$ cat src/gdp_pkg.sv
`default_nettype none
package gdp_pkg;
	// APB address width; registers sit at four times their index.
	localparam int          ADDR_W           = 12;
	localparam logic [9:0]  IDX_EE_CMD       = 10'h050;
	localparam logic [9:0]  IDX_MEDIA        = 10'h058;
	localparam logic [9:0]  IDX_CONFIG_THREE = 10'h059;
	localparam logic [9:0]  IDX_PHY_ONE      = 10'h060;
	localparam logic [9:0]  IDX_PHY_TWO      = 10'h061;
	localparam logic [9:0]  IDX_TWISTER      = 10'h062;
	// Field positions.
	localparam int          CFG3_FRAME_SEL   = 7;
	localparam int          CFG3_PARAM_EN    = 6;
	localparam int          EE_MODE_HI       = 7;
	localparam int          EE_MODE_LO       = 6;
	localparam int          MEDIA_SPEED10    = 3;
	localparam int          MEDIA_LINK_FAIL  = 2;
	// Reset values and the mode-bit unlock code.
	localparam logic        PARAM_EN_RST     = 1'h0;
	localparam logic [1:0]  EE_MODE_RST      = 2'h0;
	localparam logic [15:0] PARAM_RST        = 16'h0000;
	localparam logic [1:0]  EE_MODE_UNLOCK   = 2'h3;
	// EEPROM word addresses of the two PHY parameters.
	localparam logic [5:0]  EE_WORD_PHY_ONE  = 6'h20;
	localparam logic [5:0]  EE_WORD_PHY_TWO  = 6'h21;
	// Auto-load sequencer, Gray coded.
	typedef enum logic [1:0] {
		AL_IDLE = 2'h0,
		AL_ONE  = 2'h1,
		AL_TWO  = 2'h3,
		AL_DONE = 2'h2
	} gdp_al_state_t;
	// Bus master FRAME timing; only the steps into and out of FR_WAIT are Gray coded.
	typedef enum logic [1:0] {
		FR_IDLE  = 2'h0,
		FR_WAIT  = 2'h1,
		FR_FRAME = 2'h3
	} gdp_fr_state_t;
endpackage : gdp_pkg
`default_nettype wire

$ cat src/gdp_config_three.sv
// How it works
// - Select bit 1 delays FRAME one clock after GNT; 0 adds no delay.
// - Parameter enable matters only at 100 Mbps, never at 10 Mbps.
// - Parameter writes need both EEPROM mode bits 1 and, at 100 Mbps, enable 0.
// - Enable 1 allows auto-load and, at 100 Mbps, blocks software parameter writes.
// - A rise of link OK at 100 Mbps with enable 1 auto-loads both PHY parameters unless a load is busy.
// - Mode-protected bits are writable only with both mode bits 1.
// - Link status reads inverted: 0 link OK, 1 link failed.
// - Speed flag reads 1 at 10 Mbps, 0 at 100 Mbps.
`default_nettype none
module gdp_config_three (
	// Clock and reset.
	input  wire logic                       clk,
	input  wire logic                       rst_n,
	// APB slave.
	input  wire logic                       psel,
	input  wire logic                       penable,
	input  wire logic                       pwrite,
	input  wire logic [gdp_pkg::ADDR_W-1:0] paddr,
	input  wire logic [31:0]                pwdata,
	output logic [31:0]                     prdata,
	output logic                            pready,
	output logic                            pslverr,
	// Pins: strap and PHY status.
	input  wire logic                       frame_sel_strap,
	input  wire logic                       phy_link_ok,
	input  wire logic                       phy_speed_10,
	// PCI master timing, same clock.
	input  wire logic                       bus_req,
	input  wire logic                       gnt_n,
	input  wire logic                       xfer_last,
	output logic                            frame_n,
	// EEPROM word read handshake.
	output logic                            ee_req,
	output logic [5:0]                      ee_addr,
	input  wire logic                       ee_ack,
	input  wire logic [15:0]                ee_data,
	// Parameters toward the PHY.
	output logic [15:0]                     phy_param_one,
	output logic [15:0]                     phy_param_two,
	output logic [15:0]                     twister_param
);
	logic        strap_s1, strap_s2, link_s1, link_s2, spd_s1, spd_s2;
	logic        strap_v1, strap_v2;
	logic        strap_taken, frame_delay_select, param_autoload_enable;
	logic        eeprom_mode_hi, eeprom_mode_lo, link_fail_flag, speed_10;
	logic        link_100_prev, al_busy, al_one, al_two, al_start;
	logic [15:0] al_data;
	logic [9:0]  idx;
	logic        wr_commit;
	gdp_pkg::gdp_fr_state_t fr_state;

	// Software may touch a parameter only when this says so.
	function automatic logic param_wr_ok(input logic en, input logic spd10,
		input logic hi, input logic lo);
		param_wr_ok = hi && lo && (spd10 || !en);
	endfunction : param_wr_ok

	function automatic logic mapped(input logic [9:0] i);
		mapped = (i == gdp_pkg::IDX_EE_CMD) || (i == gdp_pkg::IDX_MEDIA) ||
			(i == gdp_pkg::IDX_CONFIG_THREE) || (i == gdp_pkg::IDX_PHY_ONE) ||
			(i == gdp_pkg::IDX_PHY_TWO) || (i == gdp_pkg::IDX_TWISTER);
	endfunction : mapped

	assign idx       = paddr[gdp_pkg::ADDR_W-1:2];
	assign wr_commit = psel && penable && pready && pwrite;

	// Pins come from outside the clock domain, so two flops each.
	always_ff @(posedge clk or negedge rst_n) begin
		if (!rst_n) begin
			strap_s1 <= 1'h0;
			strap_s2 <= 1'h0;
			link_s1  <= 1'h0;
			link_s2  <= 1'h0;
			spd_s1   <= 1'h1;
			spd_s2   <= 1'h1;
		end else begin
			strap_s1 <= frame_sel_strap;
			strap_s2 <= strap_s1;
			link_s1  <= phy_link_ok;
			link_s2  <= link_s1;
			spd_s1   <= phy_speed_10;
			spd_s2   <= spd_s1;
		end
	end

	// Status flags as software reads them.
	always_ff @(posedge clk or negedge rst_n) begin
		if (!rst_n) begin
			link_fail_flag <= 1'h1;
			speed_10       <= 1'h1;
		end else begin
			link_fail_flag <= !link_s2;
			speed_10       <= spd_s2;
		end
	end

	// The read-only select is caught once, when the strap's sync flops
	// hold the pin; an earlier catch would see their reset value.
	always_ff @(posedge clk or negedge rst_n) begin
		if (!rst_n) begin
			strap_v1           <= 1'h0;
			strap_v2           <= 1'h0;
			strap_taken        <= 1'h0;
			frame_delay_select <= 1'h0;
		end else begin
			strap_v1 <= 1'h1;
			strap_v2 <= strap_v1;
			if (strap_v2 && !strap_taken) begin
				strap_taken        <= 1'h1;
				frame_delay_select <= strap_s2;
			end
		end
	end

	// Mode bits always writable; the enable only when unlocked.
	always_ff @(posedge clk or negedge rst_n) begin
		if (!rst_n) begin
			eeprom_mode_hi        <= gdp_pkg::EE_MODE_RST[1];
			eeprom_mode_lo        <= gdp_pkg::EE_MODE_RST[0];
			param_autoload_enable <= gdp_pkg::PARAM_EN_RST;
		end else if (wr_commit) begin
			if (idx == gdp_pkg::IDX_EE_CMD) begin
				eeprom_mode_hi <= pwdata[gdp_pkg::EE_MODE_HI];
				eeprom_mode_lo <= pwdata[gdp_pkg::EE_MODE_LO];
			end
			if (idx == gdp_pkg::IDX_CONFIG_THREE &&
				{eeprom_mode_hi, eeprom_mode_lo} == gdp_pkg::EE_MODE_UNLOCK) begin
				param_autoload_enable <= pwdata[gdp_pkg::CFG3_PARAM_EN];
			end
		end
	end

	// Trigger on the rise of link OK at 100 Mbps; busy loads swallow it.
	assign al_start = link_s2 && !spd_s2 && !link_100_prev &&
		param_autoload_enable && !al_busy;
	always_ff @(posedge clk or negedge rst_n) begin
		if (!rst_n) begin
			link_100_prev <= 1'h0;
		end else begin
			link_100_prev <= link_s2 && !spd_s2;
		end
	end

	gdp_autoload u_autoload (
		.clk       (clk),
		.rst_n     (rst_n),
		.start     (al_start),
		.busy      (al_busy),
		.ee_req    (ee_req),
		.ee_addr   (ee_addr),
		.ee_ack    (ee_ack),
		.ee_data   (ee_data),
		.load_one  (al_one),
		.load_two  (al_two),
		.load_data (al_data)
	);

	// Auto-load wins over a software write landing in the same cycle.
	always_ff @(posedge clk or negedge rst_n) begin
		if (!rst_n) begin
			phy_param_one <= gdp_pkg::PARAM_RST;
			phy_param_two <= gdp_pkg::PARAM_RST;
			twister_param <= gdp_pkg::PARAM_RST;
		end else begin
			if (al_one) begin
				phy_param_one <= al_data;
			end else if (wr_commit && idx == gdp_pkg::IDX_PHY_ONE &&
				param_wr_ok(param_autoload_enable, speed_10,
				eeprom_mode_hi, eeprom_mode_lo)) begin
				phy_param_one <= pwdata[15:0];
			end
			if (al_two) begin
				phy_param_two <= al_data;
			end else if (wr_commit && idx == gdp_pkg::IDX_PHY_TWO &&
				param_wr_ok(param_autoload_enable, speed_10,
				eeprom_mode_hi, eeprom_mode_lo)) begin
				phy_param_two <= pwdata[15:0];
			end
			if (wr_commit && idx == gdp_pkg::IDX_TWISTER &&
				param_wr_ok(param_autoload_enable, speed_10,
				eeprom_mode_hi, eeprom_mode_lo)) begin
				twister_param <= pwdata[15:0];
			end
		end
	end

	// One wait state: pready rises in the second access cycle.
	always_ff @(posedge clk or negedge rst_n) begin
		if (!rst_n) begin
			pready  <= 1'h0;
			pslverr <= 1'h0;
			prdata  <= 32'h00000000;
		end else begin
			pready  <= psel && penable && !pready;
			pslverr <= psel && penable && !pready && !mapped(idx);
			prdata  <= 32'h00000000;
			if (psel && penable && !pready && !pwrite) begin
				case (idx)
					gdp_pkg::IDX_EE_CMD: begin
						prdata[gdp_pkg::EE_MODE_HI] <= eeprom_mode_hi;
						prdata[gdp_pkg::EE_MODE_LO] <= eeprom_mode_lo;
					end
					gdp_pkg::IDX_MEDIA: begin
						prdata[gdp_pkg::MEDIA_SPEED10]   <= speed_10;
						prdata[gdp_pkg::MEDIA_LINK_FAIL] <= link_fail_flag;
					end
					gdp_pkg::IDX_CONFIG_THREE: begin
						prdata[gdp_pkg::CFG3_FRAME_SEL] <= frame_delay_select;
						prdata[gdp_pkg::CFG3_PARAM_EN]  <= param_autoload_enable;
					end
					gdp_pkg::IDX_PHY_ONE: prdata[15:0] <= phy_param_one;
					gdp_pkg::IDX_PHY_TWO: prdata[15:0] <= phy_param_two;
					gdp_pkg::IDX_TWISTER: prdata[15:0] <= twister_param;
					default: prdata <= 32'h00000000;
				endcase
			end
		end
	end

	// FRAME follows the sampled grant at once or one clock later.
	always_ff @(posedge clk or negedge rst_n) begin
		if (!rst_n) begin
			fr_state <= gdp_pkg::FR_IDLE;
			frame_n  <= 1'h1;
		end else begin
			case (fr_state)
				gdp_pkg::FR_IDLE: begin
					if (bus_req && !gnt_n) begin
						if (frame_delay_select) begin
							fr_state <= gdp_pkg::FR_WAIT;
						end else begin
							fr_state <= gdp_pkg::FR_FRAME;
							frame_n  <= 1'h0;
						end
					end
				end
				gdp_pkg::FR_WAIT: begin
					fr_state <= gdp_pkg::FR_FRAME;
					frame_n  <= 1'h0;
				end
				gdp_pkg::FR_FRAME: begin
					if (xfer_last) begin
						fr_state <= gdp_pkg::FR_IDLE;
						frame_n  <= 1'h1;
					end
				end
				default: begin
					fr_state <= gdp_pkg::FR_IDLE;
					frame_n  <= 1'h1;
				end
			endcase
		end
	end

	a_frame_nodelay: assert property (@(posedge clk) disable iff (!rst_n)
		(fr_state == gdp_pkg::FR_IDLE && bus_req && !gnt_n &&
		!frame_delay_select) |=> !frame_n)
		else $error("FRAME not asserted right after grant");
	a_frame_delay: assert property (@(posedge clk) disable iff (!rst_n)
		(fr_state == gdp_pkg::FR_IDLE && bus_req && !gnt_n &&
		frame_delay_select) |=> frame_n ##1 !frame_n)
		else $error("FRAME delay of one clock not kept");
	a_param_guard: assert property (@(posedge clk) disable iff (!rst_n)
		(!al_one && !$past(al_one) && $changed(phy_param_one)) |->
		$past(param_wr_ok(param_autoload_enable, speed_10,
		eeprom_mode_hi, eeprom_mode_lo)))
		else $error("Parameter one written while locked");
	a_twister_lock: assert property (@(posedge clk) disable iff (!rst_n)
		(param_autoload_enable && !speed_10) |=> $stable(twister_param))
		else $error("Twister parameter written in auto-load mode");
	a_enable_lock: assert property (@(posedge clk) disable iff (!rst_n)
		$changed(param_autoload_enable) |->
		$past(eeprom_mode_hi && eeprom_mode_lo))
		else $error("Enable changed while mode bits locked");
	a_link_flag: assert property (@(posedge clk) disable iff (!rst_n)
		link_s2 |=> !link_fail_flag)
		else $error("Link fail flag not inverted");
	a_speed_flag: assert property (@(posedge clk) disable iff (!rst_n)
		spd_s2 |=> speed_10)
		else $error("Speed flag does not track 10 Mbps");
	a_load_starts: assert property (@(posedge clk) disable iff (!rst_n)
		al_start |=> ee_req ##[1:60] ee_addr == gdp_pkg::EE_WORD_PHY_TWO)
		else $error("Auto-load did not start on link OK");
	a_no_load_10m: assert property (@(posedge clk) disable iff (!rst_n)
		$rose(ee_req) |-> !speed_10)
		else $error("Auto-load started at 10 Mbps");
	a_apb_answer: assert property (@(posedge clk) disable iff (!rst_n)
		(psel && penable && !pready) |=> pready)
		else $error("APB access not answered in one cycle");
	c_sw_write: cover property (@(posedge clk) disable iff (!rst_n)
		wr_commit && idx == gdp_pkg::IDX_PHY_ONE);
	c_delay_frame: cover property (@(posedge clk) disable iff (!rst_n)
		fr_state == gdp_pkg::FR_WAIT ##1 !frame_n);
	c_autoload: cover property (@(posedge clk) disable iff (!rst_n)
		al_start ##[1:60] al_two);
endmodule : gdp_config_three
`default_nettype wire

$ cat src/gdp_autoload.sv
`default_nettype none
module gdp_autoload (
	// Clock and reset.
	input  wire logic        clk,
	input  wire logic        rst_n,
	// Trigger from the link monitor.
	input  wire logic        start,
	output logic             busy,
	// EEPROM word read handshake.
	output logic             ee_req,
	output logic [5:0]       ee_addr,
	input  wire logic        ee_ack,
	input  wire logic [15:0] ee_data,
	// Load strobes into the parameter registers.
	output logic             load_one,
	output logic             load_two,
	output logic [15:0]      load_data
);
	gdp_pkg::gdp_al_state_t state;

	// Two word reads in turn; a start is only seen while idle.
	always_ff @(posedge clk or negedge rst_n) begin
		if (!rst_n) begin
			state     <= gdp_pkg::AL_IDLE;
			ee_req    <= 1'h0;
			ee_addr   <= 6'h00;
			load_one  <= 1'h0;
			load_two  <= 1'h0;
			load_data <= 16'h0000;
		end else begin
			load_one <= 1'h0;
			load_two <= 1'h0;
			case (state)
				gdp_pkg::AL_IDLE: begin
					if (start) begin
						state   <= gdp_pkg::AL_ONE;
						ee_req  <= 1'h1;
						ee_addr <= gdp_pkg::EE_WORD_PHY_ONE;
					end
				end
				gdp_pkg::AL_ONE: begin
					if (ee_ack) begin
						state     <= gdp_pkg::AL_TWO;
						ee_addr   <= gdp_pkg::EE_WORD_PHY_TWO;
						load_one  <= 1'h1;
						load_data <= ee_data;
					end
				end
				gdp_pkg::AL_TWO: begin
					if (ee_ack) begin
						state     <= gdp_pkg::AL_DONE;
						ee_req    <= 1'h0;
						load_two  <= 1'h1;
						load_data <= ee_data;
					end
				end
				gdp_pkg::AL_DONE: begin
					state <= gdp_pkg::AL_IDLE;
				end
				default: begin
					state  <= gdp_pkg::AL_IDLE;
					ee_req <= 1'h0;
				end
			endcase
		end
	end

	// Busy covers the settle cycle too, so a retrigger waits for it.
	always_ff @(posedge clk or negedge rst_n) begin
		if (!rst_n) begin
			busy <= 1'h0;
		end else begin
			busy <= (state != gdp_pkg::AL_IDLE) || start;
		end
	end

	a_req_held: assert property (@(posedge clk) disable iff (!rst_n)
		(ee_req && !ee_ack && state == gdp_pkg::AL_ONE) |=> ee_req)
		else $error("EEPROM request dropped before its answer");
	a_start_ignored: assert property (@(posedge clk) disable iff (!rst_n)
		(state != gdp_pkg::AL_IDLE) |-> (busy && !start))
		else $error("Load restarted before it finished");
	c_full_load: cover property (@(posedge clk) disable iff (!rst_n)
		load_one ##[1:50] load_two);
endmodule : gdp_autoload
`default_nettype wire

$ cat config.mk
export PLATFORM = sky130hd
export DESIGN_NAME = gdp_config_three
export DESIGN_NICKNAME = d
export VERILOG_FILES = /design/src/gdp_pkg.sv /design/src/gdp_config_three.sv /design/src/gdp_autoload.sv
export SDC_FILE = /design/constraint.sdc
export NUM_CORES = 1
export LEC_CHECK = 0
export ABC_CLOCK_PERIOD_IN_PS = 2700
export BUFFER_PORTS_ARGS = -buffer_cell sky130_fd_sc_hd__buf_2
export CORE_MARGIN = 4
export CORE_UTILIZATION = 28
export CTS_CLUSTER_SIZE = 16
export DETAILED_ROUTE_END_ITERATION = 6
export GPL_TIMING_DRIVEN = 0
export RECOVER_POWER = 100
export SYNTH_ARGS = -nofsm -noshare
export SYNTH_HDL_FRONTEND = slang
export SYNTH_HIERARCHICAL = 1
export SYNTH_SLANG_ARGS = --single-unit
export TNS_END_PERCENT = 5
$ cat constraint.sdc
create_clock -name clk -period 2.7 [get_ports clk]
set_input_delay 0.27 -clock clk [delete_from_list [all_inputs] [get_ports clk]]
set_output_delay 0.27 -clock clk [all_outputs]
set_load 0.05 [all_outputs]
Yosys cells after proc, flatten, opt, wreduce, memory -nomap -nowiden:

Cells that the tools add are included.

* equality and inequality tests: 18
* multiplexer cells: 31
* reduce and logical (&&, ||, !) cells: 54

Operator list (count)
* $mux 16: 5
* $eq 10x7->1 const B: 6
* $pmux 8 s3: 1
* $logic_and 1x1->1: 21
* $pmux 2 s3: 3
* $pmux 2 s4: 2
* $mux 2: 6
* $mux 6: 2
* $pmux 6 s2: 1
* $reduce_and 3->1: 4
* $logic_not 1->1: 10
* $ne 2x2->1 const B: 5
* $pmux 2 s5: 1
* $reduce_bool 2->1: 5
* $eq 2x2->1 const B: 4
* $mux 1: 8
* $reduce_and 2->1: 4
* $logic_or 1x1->1: 7
* $eq 2x1->1 const B: 2
* $logic_not 2->1: 2
* $pmux 1 s3: 1
* $ne 2x1->1 const B: 1
* $pmux 1 s2: 1
* $reduce_or 2->1: 1

* register bits after elaboration: 129
* input port bits: 72
* output and inout bits: 90
* logic and storage cells: 134

Logic depth before layout (Yosys ltp):

* depth in word-level cells: 8
* mapped depth: 6

Cells and area by module:

The synthesis kept the hierarchy.

By module, submodules not included
* gdp_config_three: instances 1, cells an instance 329, area each 3973.8 um^2
* gdp_autoload: instances 1, cells an instance 64, area each 967.2 um^2

Least setup slack after synthesis:

No wires, ideal clock.

* kind: register to register
* start point: register pready
* end point: register twister_param[0]
* setup time: 125 ps
* arrival time: 2014 ps
* required time: 2575 ps
* path slack: 560 ps
* stages on the path, launching flop included: 6
* period minus slack after synthesis: 2140 ps
* cells stage by stage: dfrtp_1 nand4_1 nor4_4 nand4_2 buf_6 mux2_4

* word-level cells in the longest chain between the ends: 4

Ends and longest elaborated chain
* start: declaration: RTL line gdp_config_three.sv:22 `output logic pready,`
* start signal: assignment: RTL line gdp_config_three.sv:195 `pready <= psel && penable && !pready;`
* $logic_and 1x1->1 (2 in series): RTL line gdp_config_three.sv:66 `assign wr_commit = psel && penable && pready && pwrite;`
* $logic_and 1x1->1 (2 in series): RTL line gdp_config_three.sv:180 `if (wr_commit && idx == gdp_pkg::IDX_TWISTER &&`
* end signal: assignment: RTL line gdp_config_three.sv:164 `twister_param <= gdp_pkg::PARAM_RST;`
* end signal: assignment: RTL line gdp_config_three.sv:183 `twister_param <= pwdata[15:0];`
* end: declaration: RTL line gdp_config_three.sv:41 `output logic [15:0] twister_param`

Every way passes these cells.
A chain may end at the register's enable or synchronous reset.

Final worst setup path:

* start point: input paddr[4] in the netlist's numbering
* end point: register twister_param[13]

* word-level cells in the longest chain between the ends: 3

Ends and longest elaborated chain
* start: declaration: RTL line gdp_config_three.sv:19 `input wire logic [gdp_pkg::ADDR_W-1:0] paddr,`
* $eq 10x7->1: RTL line gdp_config_three.sv:180
* $logic_and 1x1->1 (2 in series): RTL line gdp_config_three.sv:180

Every way passes these cells.

==> qor.txt <==
Run status = complete, no violations
Power Total = 3.47 mW
Hold-critical path depth = 1
Seq cells post-synth = 109
CTS Buf Count = 9
Mapped Area = 0.00494 mm^2
ANT nets after route = 0
Fmax = 407 MHz
Post-synth EDFFs = 0
Area growth syn-to-layout = 23.9%
Post-synth top area share = 52.7%
# DRC = 0
Placed Instances = 759
CTS tree = done
Crit share post-route = 91.0%
Max Cap Viol = 0
I/O pin count = 162
Worst slew pin tran = 1.41 ns
Max FO, Critical Path = 10
Pre-Repair DR Iteration Count = 4
Share of layout cells above drive strength 1 = 28.9%
Async set-reset flop share out of synthesis = 100%
GRT Resource Usage Total = 14.6%
Synth cell types = 50
DR WL/cell = 18.2 um
Reg area = 0.00273 mm^2
Setup TNS Final = 0 ns
RSZ-0062 raised after global routing = false
Initial Utilization = 28.6%
CP endpoint kind = flop
Post-CTS Setup Bufs = 0
Number of DRC markers in iteration 0 = 129
Via density = 4.73
First-pass GRT wire length = 22400 um
Core footprint = 0.0173 mm^2
Sink Count = 109
Hold crit path type = in2reg
Setup CP Type = in2reg
R2r startpoint = pready
WL final = 14200 um
Seq/Total Area, Yosys = 55.3%
Per-instance average area after synthesis = 12.6 um^2
Root buf cell = clkbuf_16
RePlAce Congestion = 0.773
Crit path required time = 2.93 ns
Yosys warns = 6
Synth area leader = dfrtp_1
Slew Viols, Final = 0
Crit start category = input port
Number of global-route vias before repair = 3963
Grt ovf = 0
Leak pwr = 2.86 nW
Final setup viols = 0
Worst Hold End = strap_s1
Maximum clock path buffer count = 2
Most common cell in the netlist = dfrtp_1
Multi-input gate area = 0.00195 mm^2
Final HPWL DP = 10400 um
Nets@finish = 620
Vias = 3683
Worst endpoint data arrival time = 2.69 ns
Post-synth top cells = dfrtp_1 (104), nand2b_1 (35), nor2_1 (34)
Non-Filler Instances = 779
Clock Latency Late Sink = 0.35 ns
Post-synthesis cell count = 393
Pwr/cell area = 567 mW/mm^2
Die extent in x = 141 um
DIE AREA = 0.0198 mm^2
Std-Cell Rows = 48
Port bufs = 122
R2r endpoint = twister_param[13]
Die outline height = 141 um
Hold Path Origin = frame_sel_strap
Final Skew = 0.00792 ns
Fill count = 1834
Clock-pin slew of the registers on the worst-case setup and hold paths = 0.07 ns
Primary FF master, synth = dfrtp_1
Synth top area cells = dfrtp_1 (53%), o221a_2 (7.3%), mux2_4 (5.8%)
Final Critical Period = 2.46 ns
Initial antenna violation count = 1
Fin. Hold Viols = 0
Largest net degree at the start of global routing = 58
Reg2Reg Depth = 5
H-tree Lvls = 3
Worst VDD drop = 0.298 mV
Max-slew headroom at the worst pin = 6.31%
R2R setup slack = 0.24 ns
-- metrics by stage --
stage	utilization, %	instance area (um^2)	hold slack (ns)	setup slack (ns)
floorplan	-	5010	-0.0256	0.560
global placement	34.1	5900	0.332	0.0743
detailed placement	34.3	5930	0.336	0.0707
CTS	36.3	6280	0.00129	0.359
global route	35.4	6120	0.000348	0.110
finish	35.4	6120	0.0183	0.242
-- cell type report --
class                           instances  area share [%]
Timing Repair Buffer                  126            9.45
Tap cell                              225            4.60
Clock buffer                            9            3.68
Multi-Input combinational cell        259            31.8
Sequential cell                       109            44.7
Inverter                                5           0.307
Antenna cell                            1          0.0409
Clock inverter                          7            1.76
Buffer                                 38            3.70
-- where the power goes --
part / leakage [nW] / total, mW / internal, mW / switching, mW
Clock: 0.160 / 1.47 / 0.830 / 0.635
Combinational: 1.23 / 0.306 / 0.0929 / 0.213
Sequential: 1.47 / 1.70 / 1.67 / 0.0243
-- how the worst max path moves through the flow --
stage              from  cells past startpoint                       end  slack (ns)
6_report       paddr[4]                      7         twister_param[13]        0.24
5_1_grt          pready                      5          twister_param[9]        0.11
2_1_floorplan    pready                      5          twister_param[0]        0.56
3_3_place_gp      rst_n                      1  u_autoload/load_data[12]        0.07
3_5_place_dp   paddr[4]                      7          phy_param_one[6]        0.07
4_1_cts          pready                      5                 prdata[9]        0.36
-- repair_timing --
item,in CTS,in global routing
hold endpoints to repair,30,1
resized for setup,0,0
hold buffers,2,1
-- critical path, cell delays in order --
cell      delay [ns]
buf_2           0.10
or3b_1          0.36
clkbuf_1        0.19
nor4_4          0.40
nand4_1         0.53
clkbuf_4        0.47
mux2_1          0.36
-- state kept, by name, summed over array words and instances (netlist names), 2 cells and up --
| signal | count |
|---|---|
| fr_state | 2 |
| u_autoload/state | 2 |
| u_autoload/ee_addr | 2 |
| phy_param_one | 16 |
| prdata | 16 |
| u_autoload/load_data | 16 |
| twister_param | 16 |
| phy_param_two | 16 |
-- routing by layer --
metal	part of all wire, %	vias to the layer above	global-route usage [%]
met1	43	1839	18.2
li1	-	1697	-
met4	1.8	0	4.59
met3	7.6	22	5.80
met2	47	125	23.4
met5	0	-	0
-- cell usage in the layout, fill, tap and decap left out, drive strengths merged, types with 2 or more instances in the layout --
cell type	count
nor2	34
nor3b	3
and2	2
a32o	2
nor4	6
or3b	3
and4	3
inv	7
dlygate4sd3	3
mux2	36
dfrtp	104
nor2b	5
o221a	32
buf	77
nand4b	2
conb	21
mux2i	17
a31o	2
o21a	2
clkinv	2
a21oi	17
nand2b	35
nor4b	2
a221o	2
and3	2
clkbuf	93
bufinv	2
or3	2
nand4	4
nand2	8
dfstp	5
o21ai	5
-- cell families after synthesis --
| kind of cell | Yosys count | share of synthesized area (%) |
|---|---|---|
| muxes | 53 | 13.1 |
| DFF | 109 | 55.3 |
| buffers and inverters | 43 | 5.22 |
| and+or+nand+nor | 116 | 14.1 |
| AOI/OAI and AO/OA | 69 | 12.1 |
| other | 3 | 0.228 |
Power figures use the tool's default switching activity.
